==> src/verilog/aoc_pkg.sv <==
// shared constants and carrier types for the axle occupancy counter
package aoc_pkg;
   localparam int          AOC_POINTS          = 8;
   localparam int          AOC_CNT_W           = 8;
   localparam int          AOC_CLK_MHZ         = 125;
   localparam int          AOC_TRANSIENT_US    = 4000;
   // transient filter: least time, rounded up to whole cycles
   localparam int          AOC_TRANSIENT_CYC   = (AOC_TRANSIENT_US * AOC_CLK_MHZ);
   localparam int          AOC_FILT_W          = 20;
   localparam logic [AOC_CNT_W-1:0] AOC_CNT_RESET = 8'h00;
   localparam logic [1:0]  AOC_FAULT_RESET     = 2'h0;

   // two raw loop levels of one counting point
   typedef struct packed {
      logic first_loop;
      logic second_sensing_loop;
   } aoc_loops_t;

   // decoder states along an overlapping sequence, gray coded only on the first-loop-leading path
   typedef enum logic [2:0] {
      AOC_IDLE   = 3'b000,
      AOC_A_ONLY = 3'b001,
      AOC_A_BOTH = 3'b011,
      AOC_A_TAIL = 3'b010,
      AOC_B_ONLY = 3'b110,
      AOC_B_BOTH = 3'b111,
      AOC_B_TAIL = 3'b101,
      AOC_BAD    = 3'b100
   } aoc_dir_st_t;

   // one-cycle events from one counting point
   typedef struct packed {
      logic entry;
      logic exit_ev;
      logic bad;
   } aoc_event_t;
endpackage : aoc_pkg

==> src/verilog/aoc_point_decoder.sv <==
// one counting point: transient filters and direction decoder
`timescale 1ns/1ps
module aoc_point_decoder
   import aoc_pkg::*;
#(
   // least steady run of a loop level, in cycles
   parameter int TRANSIENT_CYC = AOC_TRANSIENT_CYC
)
(
   input  wire logic       core_clk_in,
   input  wire logic       resetn_in,
   input  wire aoc_loops_t loops_in,
   output aoc_event_t      event_out
);
   typedef struct packed {
      logic [AOC_FILT_W-1:0] cnt_a;
      logic [AOC_FILT_W-1:0] cnt_b;
      logic                  la;
      logic                  lb;
      aoc_dir_st_t           st;
      aoc_event_t            ev;
   } aoc_pd_state_t;

   aoc_pd_state_t st_ff;
   aoc_pd_state_t nxt_st;

   // filtered level follows raw only after a steady run
   function automatic logic [AOC_FILT_W-1:0] filt_cnt(input logic raw, input logic lvl,
                                                     input logic [AOC_FILT_W-1:0] c);
      if (raw == lvl) begin
         filt_cnt = '0;
      end else begin
         filt_cnt = c + 20'h00001;
      end
   endfunction : filt_cnt

   always_comb begin
      logic a;
      logic b;
      a = 1'b0;
      b = 1'b0;
      nxt_st = st_ff;
      nxt_st.ev = '0;
      // short pulses never reach the decoder
      nxt_st.cnt_a = filt_cnt(loops_in.first_loop, st_ff.la, st_ff.cnt_a);          // RULE_09
      nxt_st.cnt_b = filt_cnt(loops_in.second_sensing_loop, st_ff.lb, st_ff.cnt_b); // RULE_09
      if (nxt_st.cnt_a == AOC_FILT_W'(TRANSIENT_CYC)) begin
         nxt_st.la    = ~st_ff.la;
         nxt_st.cnt_a = '0;
      end
      if (nxt_st.cnt_b == AOC_FILT_W'(TRANSIENT_CYC)) begin
         nxt_st.lb    = ~st_ff.lb;
         nxt_st.cnt_b = '0;
      end
      a = nxt_st.la;
      b = nxt_st.lb;
      // order of loops gives direction; full overlap required
      case (st_ff.st)
         AOC_IDLE: begin
            if (a && b) nxt_st.st = AOC_BAD;
            else if (a) nxt_st.st = AOC_A_ONLY;                          // RULE_07
            else if (b) nxt_st.st = AOC_B_ONLY;                          // RULE_07
         end
         AOC_A_ONLY: begin
            if (a && b) nxt_st.st = AOC_A_BOTH;                          // RULE_08
            else if (!a) nxt_st.st = AOC_BAD;
         end
         AOC_A_BOTH: begin
            if (!a && b) nxt_st.st = AOC_A_TAIL;                         // RULE_08
            else if (!(a && b)) nxt_st.st = AOC_BAD;
         end
         AOC_A_TAIL: begin
            if (!b && !a) begin
               nxt_st.st       = AOC_IDLE;
               nxt_st.ev.entry = 1'b1;                                   // RULE_07
            end else if (a) nxt_st.st = AOC_BAD;
         end
         AOC_B_ONLY: begin
            if (a && b) nxt_st.st = AOC_B_BOTH;                          // RULE_08
            else if (!b) nxt_st.st = AOC_BAD;
         end
         AOC_B_BOTH: begin
            if (a && !b) nxt_st.st = AOC_B_TAIL;                         // RULE_08
            else if (!(a && b)) nxt_st.st = AOC_BAD;
         end
         AOC_B_TAIL: begin
            if (!a && !b) begin
               nxt_st.st         = AOC_IDLE;
               nxt_st.ev.exit_ev = 1'b1;                                 // RULE_07
            end else if (b) nxt_st.st = AOC_BAD;
         end
         default: begin
            // a disassociated pulse is reported once both loops are free
            if (!a && !b) begin
               nxt_st.st     = AOC_IDLE;
               nxt_st.ev.bad = 1'b1;                                     // RULE_10
            end
         end
      endcase
   end

   always_ff @(posedge core_clk_in or negedge resetn_in) begin
      if (!resetn_in) begin
         st_ff <= '{cnt_a: '0, cnt_b: '0, la: 1'b0, lb: 1'b0, st: AOC_IDLE, ev: '0};
      end else begin
         st_ff <= nxt_st;
      end
   end

   assign event_out = st_ff.ev;
endmodule : aoc_point_decoder

==> src/verilog/aoc_section_counter.sv <==
// section occupancy: eight counting points feed one axle count
`timescale 1ns/1ps
// Contract
// (RULE_01) entry across a boundary adds one
// (RULE_02) exit across a boundary subtracts one
// (RULE_03) nonzero count holds clear contact open
// (RULE_04) zero count closes clear contact
// (RULE_05) one sensor may serve two sections
// (RULE_06) up to eight points summed into count
// (RULE_07) loop order gives entry or exit
// (RULE_08) count only after full overlap sequence
// (RULE_09) pulses under four milliseconds are suppressed
// (RULE_10) one to three bad pulses force fail-safe
// (RULE_11) occupied after reset until restored to zero
module aoc_section_counter
   import aoc_pkg::*;
#(
   // filter length; hardware keeps the 4 ms default, a bench may shorten it
   parameter int TRANSIENT_CYC = AOC_TRANSIENT_CYC
)
(
   input  wire logic                 core_clk_in,
   input  wire logic                 resetn_in,
   input  wire aoc_loops_t [AOC_POINTS-1:0] loops_in,
   input  wire logic [AOC_POINTS-1:0] point_used_in,
   input  wire logic [AOC_POINTS-1:0] point_invert_in,
   input  wire logic [1:0]           fault_limit_in,
   input  wire logic                 restore_in,
   output logic                      clear_contact_out,
   output logic [AOC_CNT_W-1:0]      axle_count_out,
   output logic                      fail_safe_out,
   output logic [AOC_POINTS-1:0]     entry_pulse_out,
   output logic [AOC_POINTS-1:0]     exit_pulse_out
);
   typedef struct packed {
      logic [AOC_CNT_W-1:0]  count;
      logic [1:0]            faults;
      logic                  fail_safe;
      logic                  restored;
      logic                  clear;
      logic [AOC_POINTS-1:0] ent;
      logic [AOC_POINTS-1:0] ext;
   } aoc_sc_state_t;

   aoc_sc_state_t st_ff;
   aoc_sc_state_t nxt_st;
   aoc_event_t [AOC_POINTS-1:0] pev;

   // one decoder per counting point; the same events may also feed a neighbour
   for (genvar g = 0; g < AOC_POINTS; g++) begin : g_pt
      aoc_point_decoder #(
         .TRANSIENT_CYC (TRANSIENT_CYC)
      ) u_dec (
         .core_clk_in (core_clk_in),
         .resetn_in   (resetn_in),
         .loops_in    (loops_in[g]),
         .event_out   (pev[g])
      );
   end

   // population count of an event vector
   function automatic logic [3:0] pop8(input logic [AOC_POINTS-1:0] v);
      pop8 = 4'h0;
      for (int i = 0; i < AOC_POINTS; i++) begin
         pop8 = pop8 + {3'h0, v[i]};
      end
   endfunction : pop8

   always_comb begin
      logic [AOC_POINTS-1:0] inc;
      logic [AOC_POINTS-1:0] dec;
      logic [AOC_POINTS-1:0] bad;
      logic [3:0]            n_bad;
      logic [2:0]            lim;
      inc    = '0;
      dec    = '0;
      bad    = '0;
      n_bad  = 4'h0;
      lim    = 3'h0;
      nxt_st = st_ff;
      // inverted point counts the sensor's exit as this section's entry
      for (int i = 0; i < AOC_POINTS; i++) begin
         inc[i] = point_used_in[i] &
                  (point_invert_in[i] ? pev[i].exit_ev : pev[i].entry);   // RULE_05
         dec[i] = point_used_in[i] &
                  (point_invert_in[i] ? pev[i].entry : pev[i].exit_ev);   // RULE_05
         bad[i] = point_used_in[i] & pev[i].bad;
      end
      nxt_st.ent = inc;
      nxt_st.ext = dec;
      // simultaneous events from all used points combine in one step
      nxt_st.count = st_ff.count + AOC_CNT_W'(pop8(inc))                 // RULE_01 RULE_06
                                 - AOC_CNT_W'(pop8(dec));                // RULE_02 RULE_06
      // limit of zero is taken as one: never weaker than the strictest
      lim   = (fault_limit_in == 2'h0) ? 3'h1 : {1'b0, fault_limit_in};
      n_bad = pop8(bad);
      // five bits wide so eight bad points at once cannot wrap past the limit
      if ({3'h0, st_ff.faults} + {1'b0, n_bad} >= {2'h0, lim}) begin
         nxt_st.fail_safe = 1'b1;                                        // RULE_10
         nxt_st.faults    = fault_limit_in;
      end else begin
         nxt_st.faults = st_ff.faults + n_bad[1:0];
      end
      // restore sets a known zero and lifts fail-safe; a fault in the same cycle wins
      if (restore_in) begin
         nxt_st.count    = AOC_CNT_RESET;                                // RULE_11
         nxt_st.restored = 1'b1;
         if (n_bad == 4'h0) begin
            nxt_st.fail_safe = 1'b0;
            nxt_st.faults    = AOC_FAULT_RESET;
         end
      end
      // contact closed only on zero count, restored, and no fail-safe
      nxt_st.clear = (nxt_st.count == AOC_CNT_RESET) &                   // RULE_03 RULE_04
                     nxt_st.restored & ~nxt_st.fail_safe;                // RULE_10 RULE_11
   end

   always_ff @(posedge core_clk_in or negedge resetn_in) begin
      if (!resetn_in) begin
         st_ff <= '{count: AOC_CNT_RESET, faults: AOC_FAULT_RESET, fail_safe: 1'b0,
                    restored: 1'b0, clear: 1'b0, ent: '0, ext: '0};     // RULE_11
      end else begin
         st_ff <= nxt_st;
      end
   end

   assign clear_contact_out = st_ff.clear;
   assign axle_count_out    = st_ff.count;
   assign fail_safe_out     = st_ff.fail_safe;
   assign entry_pulse_out   = st_ff.ent;
   assign exit_pulse_out    = st_ff.ext;
endmodule : aoc_section_counter
==> config.mk <==
export PLATFORM = sky130hd
export DESIGN_NAME = aoc_section_counter
export DESIGN_NICKNAME = d
export VERILOG_FILES = /design/src/verilog/aoc_pkg.sv /design/src/verilog/aoc_point_decoder.sv /design/src/verilog/aoc_section_counter.sv
export SDC_FILE = /design/constraint.sdc
export NUM_CORES = 1
export LEC_CHECK = 0
export BUFFER_PORTS_ARGS = -buffer_cell sky130_fd_sc_hd__buf_2
export CORE_ASPECT_RATIO = 0.8
export CORE_MARGIN = 2
export CORE_UTILIZATION = 60
export CTS_CLUSTER_DIAMETER = 80
export DETAILED_ROUTE_END_ITERATION = 8
export GPL_ROUTABILITY_DRIVEN = 0
export PLACE_DENSITY = 0.79
export SYNTH_ARGS = -nofsm -noshare
export SYNTH_HDL_FRONTEND = slang
export SYNTH_SLANG_ARGS = --single-unit
==> constraint.sdc <==
create_clock -name core_clk_in -period 5.5 [get_ports core_clk_in]
set_input_delay 0 -clock core_clk_in [delete_from_list [all_inputs] [get_ports core_clk_in]]
set_output_delay 0 -clock core_clk_in [all_outputs]
set_load 0.1 [all_outputs]
After elaboration in Yosys (flattened, before gate mapping)
Cells that the tools add are included.

word-level totals
  word-level logic and storage cells = 588
  output and inout bits = 26
  register bits = 413

operators by class
  eq/ne operators = 120
  mux-type cells = 229
  add/sub/neg operators = 41
  $lt $le $gt $ge = 1
  bitwise operators = 43
  reduce and logical (&&, ||, !) cells = 83

operator list
  operator                 number
  $mux W20                 32
  $mux W3                  121
  $add A20 B1 Y20 const B  16
  $eq A20 B19 Y1 const B   16
  $pmux W3 S7              8
  $eq A3 B3 Y1 const B     24
  $mux W1                  65
  $reduce_bool A8 Y1       8
  $reduce_or A7 Y1         8
  $add A4 B1 Y4            12
  $eq A3 B2 Y1 const B     16
  $ne A3 B1 Y1 const B     16
  $ne A3 B3 Y1 const B     16
  $reduce_and A6 Y1        8
  $logic_and A1 B1 Y1      32
  $ne A4 B1 Y1 const B     8
  $and A1 B1 Y1            26
  $eq A3 B1 Y1 const B     8
  $logic_not A3 Y1         8
  $not A1 Y1               17
  $eq A1 B1 Y1             16
  $logic_not A1 Y1         16
  $add A3 B1 Y4            3
  $mux W12                 1
  other kinds (11)         16

Longest topological paths before layout
Gate-level depths: netlist of run 1.

  word-level depth = 16
  mapped depth = 21
  gate-level depth less buffers = 21

Modules after synthesis
A second synthesis of run 1 with hierarchy kept.

second synthesis, totals
  cell total of the unflattened synthesis = 2,604
  area total of the unflattened synthesis = 24,588.6 µm²

by module, submodules not included
  module               sequential area each (µm²)  cells each  area each (µm²)  times used
  aoc_point_decoder    1,201.2                     298         2,787.7          8
  aoc_section_counter  725.7                       220         2,287.2          1

Worst setup path before layout of run 1
OpenSTA, ideal clock, no wires.

  path type = reg2reg
  start = register g_pt[4].u_dec.st_ff (netlist bit g_pt[4].u_dec.event_out[2])
  end = register st_ff (netlist bit clear_contact_out)
  setup slack = 752 ps
  data arrival time = 4,647 ps
  period minus slack after synthesis = 4,748 ps
  buffers on the path = 0
  stages on the path, launching flop included = 19
  required time = 5,399 ps
  cells stage by stage = dfrtp_1 -> mux2_2 -> and2_1 -> inv_1 -> fa_1 -> inv_1 -> fa_1 -> fa_1 -> inv_1 -> fa_1 -> fa_1 -> ha_1 -> inv_1 -> fa_1 -> nor2b_1 -> nor3_1 -> or4_1 -> or3_1 -> nor4_1

RTL lines
  what                      line                        text
  start: declaration        aoc_point_decoder.sv:24     aoc_pd_state_t st_ff;
  start signal: assignment  aoc_point_decoder.sv:104    st_ff <= '{cnt_a: '0, cnt_b: '0, la: 1'b0, lb: 1'b0, st: AOC_IDLE, ev: '0};
  start signal: assignment  aoc_point_decoder.sv:106    st_ff <= nxt_st;
  end signal: assignment    aoc_section_counter.sv:120  st_ff <= '{count: AOC_CNT_RESET, faults: AOC_FAULT_RESET, fail_safe: 1'b0,
  end signal: assignment    aoc_section_counter.sv:123  st_ff <= nxt_st;
  end: declaration          aoc_section_counter.sv:45   aoc_sc_state_t st_ff;

==> run_results.csv, run 1 <==
group,metric,value,unit
synthesis,synth_fp_nets,2699,
cts,cts-htree-levels,2,
sta,tightest_slew,0.999,ns
cts,clock_insertion_delay_worst_skew,0.55,ns
floorplanning,floorplan.initialDensity,61.0,%
sta,finalWorstPathRequiredPeriod,5.13,ns
cts,holdBufCountCts,43,
synthesis,synthFlopType,"dfrtp_1",
synthesis,synthesis.yosys.warnings,0,
synthesis,yosys-top-cells-area,"dfrtp_1 43%, xnor2_1 6.5%, nor2_1 5.5%",
cts,cts-root-to-sink-buffers,3,
power_and_ir_drop,pwr_density_cell,265,mW/mm2
power_and_ir_drop,p_total,7.07,mW
drt,detailedRoute.firstIterationViolations,1844,
worst_setup_path,end_kind,"flip-flop",
global_routing,gr-usage-all-layers,26.0,%
outcome,run_status,"finished clean",
drt,met3_routed_length,3030,um
worst_setup_path,ff2ff_path_depth,18,
cells_and_area,layout.cell_area.non_filler,0.0267,mm2
global_routing,grt_first_pass_wirelength,91700,um
worst_hold_path,hp-class,"input port to asynchronous set/reset pin",
cells_and_area,leading_cell_type_in_the_layout_fill_and_taps_excluded,"dfrtp_1",
floorplanning,die-width,228,um
worst_setup_path,cp_slowest_cell,"fa_1",
worst_setup_path,cp_num_buf_inv,4,
cells_and_area,fin_nets,2745,
placed_design,postPlaceCellArea,0.0247,mm2
synthesis,synth-edff-count,0,
synthesis,synth_top_area_share,42.8,%
floorplanning,io_pins,63,
sta,timing.setup.tns,0,ns
cells_and_area,area_delta_synth_final,10.3,%
cells_and_area,multi_input_comb_area,0.0128,mm2
cts,tritoncts.num_buffers,43,
cts,cts_repair_resize_count,0,
worst_setup_path,cp_slowest_stage_delay,0.53,ns
floorplanning,die_h,184,um
synthesis,yosys_top_cell_by_area,"dfrtp_1",
cells_and_area,final.fill_count,3072,
cts,cts_sinks,413,
sta,hold_violations,0,
power_and_ir_drop,peakVddDrop,0.200,mV
job,maxCapViolCount,0,
worst_setup_path,regToRegStartpoint,"g_pt[4].u_dec.event_out[2]",
worst_setup_path,worst_ep_arrival_time,5.58,ns
worst_setup_path,kind_of_cell_adding_the_most_delay_to_the_critical_path,"adder cells",
drt,vias,19500,
power_and_ir_drop,p_leak,11.3,nW
drt,drt_first_pass_iters,7,
synthesis,netlist_instances,2612,
drt,wl_met2,24800,um
synthesis,synthesis.area_per_instance,9.25,um2
worst_setup_path,critPathMaxFanout,2,
global_routing,gr-total-overflow,0,
placed_design,dp_worst_setup_slack,0.378,ns
sta,final-setup-viol-count,0,
global_routing,initial_antenna_violation_count,5,
sta,rsz0062_at_grt,"false",
synthesis,synth.ff_latch_count,413,
cells_and_area,drive_above_1_share,8.44,%
synthesis,post_synth_num_cell_types,96,
drt,vias_per_cell,6.04,
sta,layout_setup_ws,0.365,ns
sta,max-slew-margin-rel,32.9,%
cts,cts_root_buf,"clkbuf_16",
drt,maxUsedRoutingLayer,"met5",
drt,ant_nets,0,
global_routing,grt_max_degree,173,
drt,routed_wl,53800,um
worst_setup_path,cp_cell_sequence,"mux2_2 > and2_1 > inv_1 > fa_1 > inv_1 > fa_1 > fa_1 > inv_1 > fa_1 > fa_1 > ha_1 > inv_1 > fa_1 > nor2b_1 > nor3_1 > or4_1 > or3_1 > nor4_1",
cts,worst_setup_hold_path_clk_slew,0.06,ns
synthesis,share_of_async_settable_or_async_resettable_flops_after_synthesis,100,%
worst_setup_path,critical_path.startpoint_type,"flip-flop",
worst_setup_path,rrSetupSlack,0.37,ns
synthesis,synth_area,0.0242,mm2
drt,drc,0,
floorplanning,placement_rows,65,
placed_design,portBuffers,62,
drt,wl_per_cell,16.7,um
cells_and_area,seqCellArea,0.0103,mm2
sta,finalCritPeriodShare,93.4,%
sta,final.setup_skew,0.0146,ns
floorplanning,coreArea,0.0396,mm2
cts,tritoncts,"yes",
worst_setup_path,cp_common_cell,"fa_1",
placed_design,dp_hpwl,37400,um
cts,post-cts-setup-buffers,0,
sta,report.final.slew_viol_count,0,
worst_setup_path,crit_type,"flip-flop to flip-flop",
sta,fmaxAchievable,195,MHz
global_routing,first_global_vias,18900,
worst_setup_path,worstReg2RegEnd,"clear_contact_out",
cells_and_area,most-common-layout-cells,"413 x dfrtp_1, 356 x nor2_1, 185 x nand2_1",
drt,post_route_met1_wirelength,24100,um
synthesis,synth_seq_area_share,42.8,%
worst_setup_path,critical_path_required,5.95,ns
floorplanning,die_ar,0.0419,mm2
## final cells by class
class                      count  area share (%)
antenna                        4          0.0375
clock buffer                  57            4.62
clock inverter                19           0.915
inverter                     120            1.69
multi-input combinational   1956            48.1
sequential                   413            38.8
tap                          536            2.52
timing repair buffer         124            3.40
## where the power goes
part / internal, mW / total [mW] / switching (mW) / leakage (nW)
Sequential: 3.11 / 3.19 / 0.0873 / 5.72
Combinational: 0.291 / 0.846 / 0.555 / 4.84
Clock: 1.81 / 3.03 / 1.22 / 0.700
Total: 5.21 / 7.07 / 1.86 / 11.3
## cell usage after synthesis, types with 26 or more instances
| master | instances |
|---|---|
| clkbuf_1 | 73 |
| mux2i_1 | 31 |
| nand3_1 | 141 |
| nor3_1 | 90 |
| xnor2_1 | 179 |
| and4_1 | 31 |
| o21ai_0 | 54 |
| and2_1 | 55 |
| xor2_1 | 136 |
| ha_1 | 32 |
| dfrtp_1 | 413 |
| inv_1 | 120 |
| nand4_1 | 82 |
| nor4_1 | 51 |
| and3_1 | 49 |
| nor2b_1 | 26 |
| nand2_1 | 185 |
| nor2_1 | 356 |
| or3_1 | 34 |
| a21oi_1 | 67 |
## logic make-up after synthesis
kind of cell,count (synthesis),share of synthesized area (%)
muxes,48,2.08
xor gates and xnor gates,321,11.9
and+or+nand+nor,1229,26.8
AOI/OAI and AO/OA,303,8.88
DFF,413,42.8
buffers and inverters,243,4.28
adders and majority gates,55,3.35
## routing by layer
metal	vias up	track usage, %
li1	9264	-
met1	9487	36.2
met2	630	42.0
met3	126	3.71
met4	2	9.41
met5	-	0
## flip-flops by register name, summed over array words and instances (netlist names)
name / count
g_pt.u_dec.st_ff: 360
g_pt.u_dec.event_out: 24
axle_count_out: 8
entry_pulse_out: 8
exit_pulse_out: 8
st_ff: 3
clear_contact_out: 1
fail_safe_out: 1
## how the worst max path moves through the flow
stage	cells past startpoint	slack (ns)	from	to
2_1_floorplan	18	0.75	g_pt[4].u_dec.event_out[2]	clear_contact_out
3_3_place_gp	18	0.50	g_pt[4].u_dec.event_out[2]	clear_contact_out
3_5_place_dp	18	0.38	g_pt[4].u_dec.event_out[2]	clear_contact_out
4_1_cts	18	0.35	g_pt[4].u_dec.event_out[2]	clear_contact_out
5_1_grt	18	0.09	g_pt[4].u_dec.event_out[2]	clear_contact_out
6_report	18	0.37	g_pt[4].u_dec.event_out[2]	clear_contact_out
## per-stage QoR
| step | std cells | hold slack, ns | util, % |
|---|---|---|---|
| floorplan | 2612 | -0.296 | - |
| global placement | 3106 | 0.0688 | 62.5 |
| detailed placement | 3106 | 0.0767 | 62.5 |
| CTS | 3225 | 0.00851 | 67.3 |
| global route | 3227 | 0.0473 | 67.3 |
| finish | 3229 | 0.0362 | 67.3 |
Power figures use the tool's default switching activity.
==> run 2, diff against run 1 <==
--- a/config.mk
+++ b/config.mk
@@ -8,11 +8,12 @@
 export BUFFER_PORTS_ARGS = -buffer_cell sky130_fd_sc_hd__buf_2
 export CORE_ASPECT_RATIO = 0.8
 export CORE_MARGIN = 2
-export CORE_UTILIZATION = 60
+export CORE_UTILIZATION = 64
 export CTS_CLUSTER_DIAMETER = 80
 export DETAILED_ROUTE_END_ITERATION = 8
 export GPL_ROUTABILITY_DRIVEN = 0
-export PLACE_DENSITY = 0.79
+export HOLD_SLACK_MARGIN = 0.06
+export PLACE_DENSITY = 0.83
 export SYNTH_ARGS = -nofsm -noshare
 export SYNTH_HDL_FRONTEND = slang
 export SYNTH_SLANG_ARGS = --single-unit
==> run_results.csv, run 2 (synthesis results as in run 1) <==
group,metric,value,unit
drt,drt_first_pass_iters,7,
power_and_ir_drop,pwr_density_cell,264,mW/mm2
cts,tritoncts.num_buffers,43,
sta,finalWorstPathRequiredPeriod,5.15,ns
floorplanning,coreArea,0.0371,mm2
global_routing,grt_max_degree,128,
worst_setup_path,regToRegStartpoint,"g_pt[4].u_dec.event_out[1]",
cells_and_area,max_flop_register,"g_pt.u_dec.st_ff",
global_routing,grt_first_pass_wirelength,93200,um
floorplanning,placement_rows,63,
floorplanning,die_h,178,um
cells_and_area,leading_cell_type_in_the_layout_fill_and_taps_excluded,"dfrtp_1",
cts,clock_insertion_delay_worst_skew,0.55,ns
worst_setup_path,ff2ff_path_depth,18,
floorplanning,io_pins,63,
sta,report.final.slew_viol_count,0,
cells_and_area,drive_above_1_share,8.40,%
sta,final.setup_skew,0.0160,ns
cts,cts-root-to-sink-buffers,3,
placed_design,dp_worst_setup_slack,0.374,ns
cells_and_area,most-common-layout-cells,"413 x dfrtp_1, 356 x nor2_1, 185 x nand2_1",
worst_setup_path,crit_type,"flip-flop to flip-flop",
sta,whs,0.117,ns
power_and_ir_drop,p_total,7.03,mW
drt,vias,19700,
cts,cts-htree-levels,2,
worst_setup_path,worst_ep_arrival_time,5.58,ns
cells_and_area,final_cell_count_no_fill,3182,
outcome,run_status,"finished clean",
power_and_ir_drop,p_leak,11.3,nW
cells_and_area,area_delta_synth_final,9.94,%
cts,cts_root_buf,"clkbuf_16",
cts,cts_sinks,413,
cts,tritoncts,"yes",
worst_setup_path,critical_path.startpoint_type,"flip-flop",
worst_setup_path,critPathMaxFanout,2,
floorplanning,die_ar,0.0393,mm2
cells_and_area,largest_register_ff_count,360,
drt,vias_per_cell,6.19,
sta,final-setup-viol-count,0,
placed_design,dp_hpwl,37400,um
worst_setup_path,rrSetupSlack,0.35,ns
cells_and_area,final_util,71.6,%
worst_setup_path,critical_path_required,5.93,ns
worst_setup_path,end_kind,"flip-flop",
worst_setup_path,worstReg2RegEnd,"clear_contact_out",
sta,rsz0062_at_grt,"false",
sta,max-slew-margin-rel,28.6,%
cts,cts_repair_resize_count,0,
job,maxCapViolCount,0,
global_routing,gr-total-overflow,0,
placed_design,postPlaceCellArea,0.0247,mm2
sta,timing.setup.tns,0,ns
drt,detailedRoute.firstIterationViolations,1795,
cts,worst_setup_hold_path_clk_slew,0.06,ns
drt,ant_nets,0,
cells_and_area,fin_nets,2746,
floorplanning,die-width,221,um
global_routing,first_global_vias,19200,
worst_hold_path,hp-class,"input port to asynchronous set/reset pin",
cells_and_area,layout.cell_area.non_filler,0.0266,mm2
placed_design,portBuffers,62,
drt,wl_per_cell,17.2,um
floorplanning,floorplan.initialDensity,65.1,%
sta,hold_violations,0,
power_and_ir_drop,peakVddDrop,0.227,mV
drt,drc,0,
drt,routed_wl,54900,um
sta,finalCritPeriodShare,93.7,%
sta,layout_setup_ws,0.347,ns
sta,tightest_slew,1.06,ns
placed_design,dp_cells,3056,
sta,fmaxAchievable,194,MHz
global_routing,gr-usage-all-layers,28.2,%
global_routing,initial_antenna_violation_count,4,
run 2: layout make-up:
cell class | count | area [um2]
flip-flops and latches | 413 | 10300
inverters | 120 | 450
fillers | 2623 | 10600
well taps | 487 | 609
clock inverters | 18 | 188
repair buffers | 125 | 918
multi-input cells | 1956 | 12800
clock buffers | 60 | 1260
diodes | 3 | 7.51
run 2: power by group:
part	leakage, nW	total, mW	internal (mW)	switching [mW]
sequential	5.72	3.19	3.11	0.0861
clock	0.711	2.97	1.75	1.22
combinational	4.84	0.860	0.293	0.566
run 2: critical path: stages (launching register included):
cell     delay, ns
dfrtp_1       0.38
mux2_2        0.25
and2_1        0.17
inv_1         0.08
fa_1          0.41
inv_1         0.13
fa_1          0.47
fa_1          0.53
inv_1         0.05
fa_1          0.51
fa_1          0.16
ha_1          0.16
inv_1         0.06
fa_1          0.38
nor2b_1       0.15
nor3_1        0.08
or4_1         0.53
or3_1         0.34
nor4_1        0.21
run 2: worst max path at each step:
| stage | to | depth (start not counted) | startpoint |
|---|---|---|---|
| after floorplan | clear_contact_out | 18 | g_pt[4].u_dec.event_out[2] |
| after global placement | clear_contact_out | 18 | g_pt[4].u_dec.event_out[2] |
| after detailed placement | clear_contact_out | 18 | g_pt[4].u_dec.event_out[1] |
| after CTS | clear_contact_out | 18 | g_pt[4].u_dec.event_out[1] |
| after global routing | clear_contact_out | 18 | g_pt[4].u_dec.event_out[1] |
| final | clear_contact_out | 18 | g_pt[4].u_dec.event_out[1] |
run 2: metal layers:
| metal | global-route usage, % | wire (um) | vias up |
|---|---|---|---|
| met2 | 46.5 | 26100 | 608 |
| met5 | 0 | 12 | - |
| met1 | 38.5 | 24100 | 9673 |
| met4 | 9.48 | 1760 | 2 |
| met3 | 3.99 | 2960 | 129 |
| li1 | - | - | 9275 |
run 2: repair_timing:
item	4_1_cts	5_1_grt
endpoints found under the hold margin	347	0
buffers inserted	0	0
hold buffers	45	0
setup endpoints to repair	0	0
